===== config.mk =====
export PLATFORM = sky130hd
export DESIGN_NAME = two_stage_event_controller
export DESIGN_NICKNAME = d
export VERILOG_FILES = /design/src/logic/evt_pkg.sv /design/src/logic/edge_event_cell.sv /design/src/logic/id_route_cell.sv /design/src/logic/two_stage_event_controller.sv
export SDC_FILE = /design/constraint.sdc
export NUM_CORES = 1
export LEC_CHECK = 0
export ABC_AREA = 1
export ABC_CLOCK_PERIOD_IN_PS = 2400
export BUFFER_PORTS_ARGS = -buffer_cell sky130_fd_sc_hd__buf_2
export CAP_MARGIN = 10
export CELL_PAD_IN_SITES_DETAIL_PLACEMENT = 1
export CELL_PAD_IN_SITES_GLOBAL_PLACEMENT = 1
export CORE_MARGIN = 2
export CORE_UTILIZATION = 40
export CTS_CLUSTER_DIAMETER = 60
export CTS_CLUSTER_SIZE = 40
export DETAILED_ROUTE_END_ITERATION = 10
export PLACE_DENSITY = 0.85
export SYNTH_ARGS = -nofsm -noshare
export SYNTH_HDL_FRONTEND = slang
export SYNTH_HIERARCHICAL = 1
export SYNTH_SLANG_ARGS = --single-unit

===== constraint.sdc =====
create_clock -name aclk -period 2.4 [get_ports aclk]
set_clock_uncertainty 0.1 [all_clocks]
set_input_delay 0.12 -clock aclk [delete_from_list [all_inputs] [get_ports aclk]]
set_output_delay 0.12 -clock aclk [all_outputs]
set_load 0.01 [all_outputs]

===== src/logic/evt_pkg.sv =====
// Package of register offsets, layouts, reset values and timing counts for the event controller.
package evt_pkg;
    localparam int NUM_IDS = 29;
    localparam int NUM_GP = 9;
    localparam int GP_FIRST = 7;
    localparam int EVT_W = 16;
    // Register byte offsets on the AXI4-Lite slave.
    localparam logic [7:0] OFF_EVENT_LATCH = 8'h00;
    localparam logic [7:0] OFF_EVENT_MASK = 8'h04;
    localparam logic [7:0] OFF_EVENT_PENDING = 8'h08;
    localparam logic [7:0] OFF_PERIPH_MASK = 8'h0C;
    localparam logic [7:0] OFF_PERIPH_STATUS = 8'h10;
    localparam logic [7:0] OFF_PERIPH_WAKE = 8'h14;
    localparam logic [7:0] OFF_GLOBAL_CTRL = 8'h18;
    localparam logic [7:0] OFF_SERVICE_CTRL = 8'h1C;
    localparam logic [7:0] OFF_IRQ_STATUS = 8'h20;
    localparam logic [7:0] OFF_IRQ_CLEAR = 8'h24;
    localparam logic [7:0] OFF_IRQ_ENABLE = 8'h28;
    localparam logic [7:0] OFF_ASSIGN0 = 8'h30;
    localparam int ASSIGN_REGS = 4;
    localparam int ASSIGN_FIELD_W = 4;
    // Reset values.
    localparam logic [15:0] EVENT_MASK_RESET = 16'h0000;
    localparam logic [31:0] PERIPH_MASK_RESET = 32'h0000_0000;
    localparam logic [31:0] PERIPH_WAKE_RESET = 32'h0000_0000;
    localparam logic [31:0] VALID_IDS = 32'h181F_FFFD;
    // Default routing: 4-bit field per ID holding the input number, 0 means unrouted.
    localparam logic [31:0] ASSIGN0_RESET = 32'h8888_7707;
    localparam logic [31:0] ASSIGN1_RESET = 32'hBBAA_AA99;
    localparam logic [31:0] ASSIGN2_RESET = 32'h000D_DCCB;
    localparam logic [31:0] ASSIGN3_RESET = 32'h000F_E000;
    // Service and global control fields.
    localparam int SVC_ACCEPT_LSB = 0;
    localparam int SVC_RETURN_LSB = 16;
    localparam int GLOBAL_EN_BIT = 0;
    // Interrupt status bits.
    localparam int IRQ_BIT_WAKE = 0;
    localparam int IRQ_BIT_OVERRUN = 1;
    localparam int IRQ_W = 2;
    // Timing in core cycles.
    localparam int EDGE_DETECT_CYCLES = 2;
    localparam int MIN_PENDING_CYCLES = 3;
endpackage


===== src/logic/edge_event_cell.sv =====
// One general-purpose input: edge detect, latch and pending bookkeeping.
module edge_event_cell (
    input wire logic aclk,
    input wire logic aresetn,
    input wire logic request,
    input wire logic mask_bit,
    input wire logic global_en,
    input wire logic accept,
    input wire logic finish,
    output logic latch_bit,
    output logic pending_bit,
    output logic service_req,
    output logic overrun
);
    logic req_d_reg;
    logic rise_reg;
    logic rise_now;

    assign rise_now = request & ~req_d_reg;

    // Edge detection takes two cycles: sample, then register the rise.
    always_ff @(posedge aclk) begin
        if (!aresetn) begin
            req_d_reg <= 1'b0;
            rise_reg <= 1'b0;
        end else begin
            req_d_reg <= request;
            rise_reg <= rise_now;
        end
    end

    // Latch sets on detected rise, clears when pending sets; a new rise while pending queues.
    always_ff @(posedge aclk) begin
        if (!aresetn) begin
            latch_bit <= 1'b0;
        end else if (rise_reg) begin
            latch_bit <= 1'b1;
        end else if (accept && service_req) begin
            latch_bit <= 1'b0;
        end
    end

    // Pending holds while serviced or nested; set on accept, cleared on return.
    // The two-stage edge pipe keeps the set at least three cycles after the rise.
    always_ff @(posedge aclk) begin
        if (!aresetn) begin
            pending_bit <= 1'b0;
        end else if (accept && service_req) begin
            pending_bit <= 1'b1;
        end else if (finish) begin
            pending_bit <= 1'b0;
        end
    end

    // Serviceable when latched, unmasked, globally enabled and not already pending.
    assign service_req = latch_bit & mask_bit & global_en & ~pending_bit;
    assign overrun = rise_reg & latch_bit;
endmodule // edge_event_cell


===== src/logic/id_route_cell.sv =====
// Routing of one peripheral ID onto a selected general-purpose input.
module id_route_cell (
    input wire logic irq_in,
    input wire logic valid_id,
    input wire logic mask_bit,
    input wire logic [3:0] target,
    output logic [8:0] route
);
    // Drives one bit of the input vector, reserved IDs never contribute.
    always_comb begin
        route = 9'd0;
        if (valid_id && mask_bit && target >= 4'd7) begin
            route[target - 4'd7] = irq_in;
        end
    end
endmodule // id_route_cell


===== src/logic/two_stage_event_controller.sv =====
// Top of the two-stage event controller with AXI4-Lite registers.
module two_stage_event_controller (
    input wire logic aclk,
    input wire logic aresetn,
    input wire logic [31:0] periph_irq,
    input wire logic powered_down,
    input wire logic core_ready,
    output logic [15:0] core_vector_req,
    output logic wake_req,
    output logic irq,
    input wire logic [7:0] s_axi_awaddr,
    input wire logic s_axi_awvalid,
    output logic s_axi_awready,
    input wire logic [31:0] s_axi_wdata,
    input wire logic [3:0] s_axi_wstrb,
    input wire logic s_axi_wvalid,
    output logic s_axi_wready,
    output logic [1:0] s_axi_bresp,
    output logic s_axi_bvalid,
    input wire logic s_axi_bready,
    input wire logic [7:0] s_axi_araddr,
    input wire logic s_axi_arvalid,
    output logic s_axi_arready,
    output logic [31:0] s_axi_rdata,
    output logic [1:0] s_axi_rresp,
    output logic s_axi_rvalid,
    input wire logic s_axi_rready
);
    logic [15:0] event_latch_reg;
    logic [15:0] event_mask_reg;
    logic [15:0] event_pending_reg;
    logic [31:0] periph_mask_reg;
    logic [31:0] periph_status_reg;
    logic [31:0] periph_wake_reg;
    logic [31:0] irq_assignment_regs [evt_pkg::ASSIGN_REGS];
    logic global_en_reg;
    logic [evt_pkg::IRQ_W-1:0] irq_status_reg;
    logic [evt_pkg::IRQ_W-1:0] irq_enable_reg;
    logic [8:0] gp_req;
    logic [8:0] route_vec [evt_pkg::NUM_IDS];
    logic [8:0] gp_service;
    logic [8:0] gp_accept;
    logic [8:0] gp_finish;
    logic [8:0] gp_latch;
    logic [8:0] gp_pending;
    logic [8:0] gp_overrun;
    logic [8:0] accept_onehot;
    logic [31:0] wake_hits;
    logic [31:0] prev_irq_reg;
    logic [7:0] awaddr_reg;
    logic [31:0] wdata_reg;
    logic [3:0] wstrb_reg;
    logic aw_have_reg;
    logic w_have_reg;
    logic wr_fire;
    logic [31:0] rd_value;
    logic rd_ok;
    logic wr_ok;
    logic [evt_pkg::IRQ_W-1:0] irq_events;
    logic [evt_pkg::IRQ_W-1:0] irq_clear;

    // Software-visible status bit mirrors the raw level of each valid ID.
    always_ff @(posedge aclk) begin
        if (!aresetn) begin
            periph_status_reg <= 32'h0000_0000;
        end else begin
            periph_status_reg <= periph_irq & evt_pkg::VALID_IDS;
        end
    end

    // Each ID drives the input chosen by its assignment field.
    genvar gi;
    generate
        for (gi = 0; gi < evt_pkg::NUM_IDS; gi++) begin : g_route
            id_route_cell u_route (
                .irq_in(periph_irq[gi]),
                .valid_id(evt_pkg::VALID_IDS[gi]),
                .mask_bit(periph_mask_reg[gi]),
                .target(irq_assignment_regs[gi/8][(gi%8)*4 +: 4]),
                .route(route_vec[gi])
            );
        end
    endgenerate

    // OR of all routed requests per input.
    always_comb begin
        gp_req = 9'd0;
        for (int i = 0; i < evt_pkg::NUM_IDS; i++) begin
            gp_req = gp_req | route_vec[i];
        end
    end

    // Lowest numbered serviceable input is accepted when the core is ready and no lower input is pending.
    always_comb begin
        accept_onehot = 9'd0;
        for (int i = 8; i >= 0; i--) begin
            if (gp_service[i] && core_ready && (gp_pending & ((9'd2 << i) - 9'd1)) == 9'd0) begin
                accept_onehot = 9'd0;
                accept_onehot[i] = 1'b1;
            end
        end
    end
    assign gp_accept = accept_onehot;

    // Core stage cells for inputs 7 to 15.
    generate
        for (gi = 0; gi < evt_pkg::NUM_GP; gi++) begin : g_gp
            edge_event_cell u_cell (
                .aclk(aclk),
                .aresetn(aresetn),
                .request(gp_req[gi]),
                .mask_bit(event_mask_reg[gi + evt_pkg::GP_FIRST]),
                .global_en(global_en_reg),
                .accept(gp_accept[gi]),
                .finish(gp_finish[gi]),
                .latch_bit(gp_latch[gi]),
                .pending_bit(gp_pending[gi]),
                .service_req(gp_service[gi]),
                .overrun(gp_overrun[gi])
            );
        end
    endgenerate

    // Core latch and pending views; bits outside the general inputs read zero.
    assign event_latch_reg = {gp_latch, 7'd0};
    assign event_pending_reg = {gp_pending, 7'd0};
    assign core_vector_req = {gp_accept, 7'd0};

    // Wake request on a new enabled interrupt while powered down.
    always_ff @(posedge aclk) begin
        if (!aresetn) begin
            prev_irq_reg <= 32'h0000_0000;
            wake_req <= 1'b0;
        end else begin
            prev_irq_reg <= periph_irq;
            wake_req <= powered_down && (wake_hits != 32'h0000_0000);
        end
    end
    assign wake_hits = periph_irq & ~prev_irq_reg & periph_wake_reg & evt_pkg::VALID_IDS;

    // AXI write channel capture, address and data in either order.
    assign s_axi_awready = !aw_have_reg && !s_axi_bvalid;
    assign s_axi_wready = !w_have_reg && !s_axi_bvalid;
    assign wr_fire = aw_have_reg && w_have_reg && !s_axi_bvalid;
    always_ff @(posedge aclk) begin
        if (!aresetn) begin
            aw_have_reg <= 1'b0;
            w_have_reg <= 1'b0;
            awaddr_reg <= 8'h00;
            wdata_reg <= 32'h0000_0000;
            wstrb_reg <= 4'h0;
            s_axi_bvalid <= 1'b0;
            s_axi_bresp <= 2'b00;
        end else begin
            if (s_axi_awvalid && s_axi_awready) begin
                aw_have_reg <= 1'b1;
                awaddr_reg <= s_axi_awaddr;
            end
            if (s_axi_wvalid && s_axi_wready) begin
                w_have_reg <= 1'b1;
                wdata_reg <= s_axi_wdata;
                wstrb_reg <= s_axi_wstrb;
            end
            if (wr_fire) begin
                aw_have_reg <= 1'b0;
                w_have_reg <= 1'b0;
                s_axi_bvalid <= 1'b1;
                s_axi_bresp <= wr_ok ? 2'b00 : 2'b10;
            end else if (s_axi_bvalid && s_axi_bready) begin
                s_axi_bvalid <= 1'b0;
            end
        end
    end

    // Write decode: mapped writable or write-only offsets answer OKAY.
    always_comb begin
        wr_ok = 1'b0;
        unique case (awaddr_reg)
            evt_pkg::OFF_EVENT_MASK, evt_pkg::OFF_PERIPH_MASK, evt_pkg::OFF_PERIPH_WAKE,
            evt_pkg::OFF_GLOBAL_CTRL, evt_pkg::OFF_SERVICE_CTRL, evt_pkg::OFF_IRQ_CLEAR,
            evt_pkg::OFF_IRQ_ENABLE: wr_ok = 1'b1;
            default: wr_ok = (awaddr_reg >= evt_pkg::OFF_ASSIGN0)
                && (awaddr_reg < evt_pkg::OFF_ASSIGN0 + 8'd16) && (awaddr_reg[1:0] == 2'b00);
        endcase
    end

    // Software registers with byte strobes.
    always_ff @(posedge aclk) begin
        if (!aresetn) begin
            event_mask_reg <= evt_pkg::EVENT_MASK_RESET;
            periph_mask_reg <= evt_pkg::PERIPH_MASK_RESET;
            periph_wake_reg <= evt_pkg::PERIPH_WAKE_RESET;
            global_en_reg <= 1'b0;
            irq_enable_reg <= '0;
            irq_assignment_regs[0] <= evt_pkg::ASSIGN0_RESET;
            irq_assignment_regs[1] <= evt_pkg::ASSIGN1_RESET;
            irq_assignment_regs[2] <= evt_pkg::ASSIGN2_RESET;
            irq_assignment_regs[3] <= evt_pkg::ASSIGN3_RESET;
        end else if (wr_fire && wr_ok) begin
            for (int b = 0; b < 4; b++) begin
                if (wstrb_reg[b]) begin
                    unique case (awaddr_reg)
                        evt_pkg::OFF_EVENT_MASK: if (b < 2) begin
                            event_mask_reg[b*8 +: 8] <= wdata_reg[b*8 +: 8];
                        end
                        evt_pkg::OFF_PERIPH_MASK:
                            periph_mask_reg[b*8 +: 8] <= wdata_reg[b*8 +: 8];
                        evt_pkg::OFF_PERIPH_WAKE:
                            periph_wake_reg[b*8 +: 8] <= wdata_reg[b*8 +: 8];
                        evt_pkg::OFF_GLOBAL_CTRL: if (b == 0) begin
                            global_en_reg <= wdata_reg[evt_pkg::GLOBAL_EN_BIT];
                        end
                        evt_pkg::OFF_IRQ_ENABLE: if (b == 0) begin
                            irq_enable_reg <= wdata_reg[evt_pkg::IRQ_W-1:0];
                        end
                        default: if (awaddr_reg >= evt_pkg::OFF_ASSIGN0) begin
                            irq_assignment_regs[awaddr_reg[3:2]][b*8 +: 8]
                                <= wdata_reg[b*8 +: 8];
                        end
                    endcase
                end
            end
        end
    end

    // Service control write: high half returns from inputs, write-one pulses.
    always_comb begin
        gp_finish = 9'd0;
        irq_clear = '0;
        if (wr_fire && awaddr_reg == evt_pkg::OFF_SERVICE_CTRL) begin
            gp_finish = wdata_reg[evt_pkg::SVC_RETURN_LSB + 7 +: 9];
        end
        if (wr_fire && awaddr_reg == evt_pkg::OFF_IRQ_CLEAR) begin
            irq_clear = wdata_reg[evt_pkg::IRQ_W-1:0];
        end
    end

    // Sticky event status, set wins over clear.
    assign irq_events = {|gp_overrun, wake_req};
    always_ff @(posedge aclk) begin
        if (!aresetn) begin
            irq_status_reg <= '0;
            irq <= 1'b0;
        end else begin
            irq_status_reg <= (irq_status_reg & ~irq_clear) | irq_events;
            irq <= |(irq_status_reg & irq_enable_reg);
        end
    end

    // Read channel, one read at a time.
    assign s_axi_arready = !s_axi_rvalid;
    always_comb begin
        rd_value = 32'h0000_0000;
        rd_ok = 1'b1;
        unique case (s_axi_araddr)
            evt_pkg::OFF_EVENT_LATCH: rd_value = {16'h0000, event_latch_reg};
            evt_pkg::OFF_EVENT_MASK: rd_value = {16'h0000, event_mask_reg};
            evt_pkg::OFF_EVENT_PENDING: rd_value = {16'h0000, event_pending_reg};
            evt_pkg::OFF_PERIPH_MASK: rd_value = periph_mask_reg;
            evt_pkg::OFF_PERIPH_STATUS: rd_value = periph_status_reg;
            evt_pkg::OFF_PERIPH_WAKE: rd_value = periph_wake_reg;
            evt_pkg::OFF_GLOBAL_CTRL: rd_value = {31'd0, global_en_reg};
            evt_pkg::OFF_SERVICE_CTRL, evt_pkg::OFF_IRQ_CLEAR: rd_value = 32'h0000_0000;
            evt_pkg::OFF_IRQ_STATUS: rd_value = {30'd0, irq_status_reg};
            evt_pkg::OFF_IRQ_ENABLE: rd_value = {30'd0, irq_enable_reg};
            default: begin
                if (s_axi_araddr >= evt_pkg::OFF_ASSIGN0
                    && s_axi_araddr < evt_pkg::OFF_ASSIGN0 + 8'd16
                    && s_axi_araddr[1:0] == 2'b00) begin
                    rd_value = irq_assignment_regs[s_axi_araddr[3:2]];
                end else begin
                    rd_ok = 1'b0;
                end
            end
        endcase
    end
    always_ff @(posedge aclk) begin
        if (!aresetn) begin
            s_axi_rvalid <= 1'b0;
            s_axi_rdata <= 32'h0000_0000;
            s_axi_rresp <= 2'b00;
        end else if (s_axi_arvalid && s_axi_arready) begin
            s_axi_rvalid <= 1'b1;
            s_axi_rdata <= rd_value;
            s_axi_rresp <= rd_ok ? 2'b00 : 2'b10;
        end else if (s_axi_rvalid && s_axi_rready) begin
            s_axi_rvalid <= 1'b0;
        end
    end
endmodule // two_stage_event_controller


==> qor.txt <==
TritonCTS buffer count = 30
first drt pass iteration count = 6
CP required = 2.18 ns
Final Max Slew Viols = 0
HPWL after DPL = 72600 µm
CTS Buffer Depth = 3
library cells used by synthesis = 48
Worst-Margin Slew = 0.8157 ns
GR Overflow Total = 0
Tot Pwr = 14320 µW
row count = 82
post-route clock period utilization = 1.091
setup ws final = -0.2173 ns
CP cell instances = inv_1 > nand3_2 > inv_2 > a21oi_4 > nand2_4 > nor4_4 > buf_4 > buf_6
WP data arrival = 2.40 ns
die extent in y = 228.7 µm
vias = 23820
GPL Wtd Cong = 1.009
port bufs = 139
# Max-Cap Violations = 0
Static Leak = 0.01164 µW
Detailed Route Iter0 Violations = 2348
DRC viols = 0
Crit Path Category = flip-flop to output port
Avg Cell Area, Syn = 6.960 µm²
Clock H-tree levels = 1
Root Buffer = clkbuf_16
die area = 52320 µm²
layout cells sized above 1 = 0.1991
CTS tree = built
Nets = 3439
CP max stage delay = 0.47 ns
hold crit path type = primary input to flip-flop
crit path capture type = output port
sequential area share after synthesis = 0.4152
vias in the first global route = 24150
Tot GR Track Use = 0.3667
yosys warns = 6
Slew HR = 0.4516
Starting Density = 0.4044
initial antenna violation count = 6
Layout Area Growth over Synthesis = 31.07%
PwrDens = 540.8 nW/µm²
via density per instance = 5.889
remaining antenna violation count = 0
Layout Utilization = 0.5300
register clock-pin slew on the reported worst setup and hold paths = 0.10 ns
Die X = 228.7 µm
dpl cells = 3813
CTS sink count = 355
RSZ-0062 raised after global routing = true
Worst setup SP type = flip-flop
first-pass GRT wire length = 145900 µm
Slowest-stage cell, CP = dfxtp_1
Top reg by flops = irq_assignment_regs
Seq cells post-synth = 355
Synth Instances = 2903
clk_lat worst skew = 0.69 ns
CORE AREA = 49970 µm²
maximum vdd drop = 0.0006335 V
final-report hold violation count = 0
Wirelength per Cell = 26.65 µm
Largest register FFs = 128
Fmax = 382.1 MHz
failing checks = negative setup slack
non-filler instance count after layout = 4044
number of top-level pins = 152
Final Setup Violations = 214
largest net degree at the start of global routing = 97
Synth Cell Area = 20200 µm²
status = complete, but fails checks
total wire length = 107800 µm
Min Clock Period, post-route = 2.617 ns
Max Fanout on Critical Path = 4
-- worst max-delay path, delay by kind of cell, from the launching register on --
kind	cells	cell delay (ns)
AO/OA/AOI/OAI	1	0.20
AND/OR/NAND/NOR	3	0.50
flip-flops	1	0.47
buffers and inverters	4	0.55
-- cells in the final DEF, fill, tap and decap left out, types with 9 or more instances in the layout --
cell type,instances
nand3_1,128
dfxtp_1,213
edfxtp_1,128
nand4_2,30
dlygate4sd3_1,126
clkbuf_16,31
o21ai_1,10
nor3_1,101
nor2_4,20
nand2_4,16
nand3_2,19
nor2_1,361
nor2_2,16
nand2_1,536
inv_1,559
a22oi_1,40
nor4_1,31
buf_12,14
nor4_2,25
nor3_2,35
a21oi_1,169
dfxtp_4,9
buf_6,17
a21oi_2,18
buf_2,134
nand4_1,35
conb_1,38
o22ai_1,32
nand2_2,40
o211ai_1,10
o21ai_0,149
buf_4,169
-- metrics by stage --
| step | TNS (ns) | area [µm²] | worst slack [ns] | hold slack (ns) |
|---|---|---|---|---|
| finish | -17.37 | 26480 | -0.2173 | 0.1535 |
| global route | -13.40 | 26480 | -0.2657 | 0.2020 |
| CTS | -0.8888 | 25550 | -0.2295 | 0.02903 |
| detailed placement | -5.204 | 22780 | -0.1524 | 0.2729 |
| global placement | -0.1786 | 22780 | -0.07060 | 0.2706 |
| floorplan | 0 | 20340 | 0.04082 | 0.1176 |
-- cell usage after synthesis (all sizes together) --
cell type  number  area [µm²]
nand2         594        2272
inv           574        2160
nor2          397        1518
dfxtp         227        4544
a21oi         188        1008
o21ai         160       804.5
nand3         153       860.8
nor3          140       840.8
edfxtp        128        3844
nand4          68       640.6
clkbuf         57       214.0
nor4           57       356.6
a22oi          40       300.3
o22ai          32       200.2
buf            30       198.9
o2111ai        11       96.34
o211ai         10       75.07
or2             9       56.30
o221ai          7       61.31
o31ai           5       37.54
a41oi           3       26.28
a31oi           2       12.51
and2            2       15.02
conb            2       7.510
a2111oi         1       8.760
a211oi          1       7.510
a32oi           1       8.760
clkinv          1       3.750
nor3b           1       7.510
o211a           1       10.01
o21a            1       7.510
-- routing by layer --
| metal | up-vias | track usage | part of all wire |
|---|---|---|---|
| li1 | 10260 | - | - |
| met4 | 8 | 0.2136 | 0.081 |
| met1 | 11490 | 0.4378 | 0.36 |
| met5 | - | 0 | 0.00045 |
| met2 | 1551 | 0.6182 | 0.46 |
| met3 | 508 | 0.06687 | 0.10 |
-- worst paths after layout --
kind	from	to	slack, ns	cells past startpoint
worst max register to register	awaddr_reg[3]$_SDFFE_PN0P_	irq_assignment_regs[0][19]$_SDFFCE_PN1P_	-0.20	13
worst min register to register	g_gp[0].u_cell/req_d_reg$_SDFF_PN0_	g_gp[0].u_cell/rise_reg$_SDFF_PN0_	0.29	1
worst min-delay path	s_axi_araddr[4]	s_axi_rresp[1]$_SDFFE_PN0P_	0.15	7
worst max-delay path	g_gp[4].u_cell/pending_bit$_SDFFE_PN0P_	core_vector_req[14]	-0.22	8
-- report_power, final --
part           switching [µW]  leakage, µW  total, µW  internal [µW]
combinational            1130      0.00808       1720            586
clock                    3210     0.000555       5930           2720
sequential                282      0.00300       6670           6390
total                    4630       0.0116      14300           9700
-- layout make-up --
| cell class | count | area, µm² |
|---|---|---|
| Clock inverter | 26 | 426.7 |
| Fill cell | 6249 | 23480 |
| Clock buffer | 30 | 750.7 |
| Sequential cell | 355 | 8428 |
| Timing Repair Buffer | 462 | 3712 |
| Multi-Input combinational cell | 1922 | 10140 |
| Tap cell | 672 | 840.8 |
| Inverter | 575 | 2176 |
| Antenna cell | 2 | 5.005 |
-- timing repair --
item                       4_1_cts  5_1_grt
pin swaps                       17       49
buffers inserted                18       31
setup endpoints to repair      182      342
gates resized for setup         55      185
gates cloned                     0        1
hold buffers                   126        0
hold endpoints to repair       155        0
-- kinds of logic (layout without fill, tap and decap cells) --
family	after synthesis	in the layout	synth area share
and+or+nand+nor	1421	1421	0.3251
other	2	40	0.0003717
DFF	355	355	0.4152
buffers and inverters	662	1093	0.1275
AOI/OAI and AO/OA	463	463	0.1319
No activity file was read; power rests on OpenSTA's default activity.
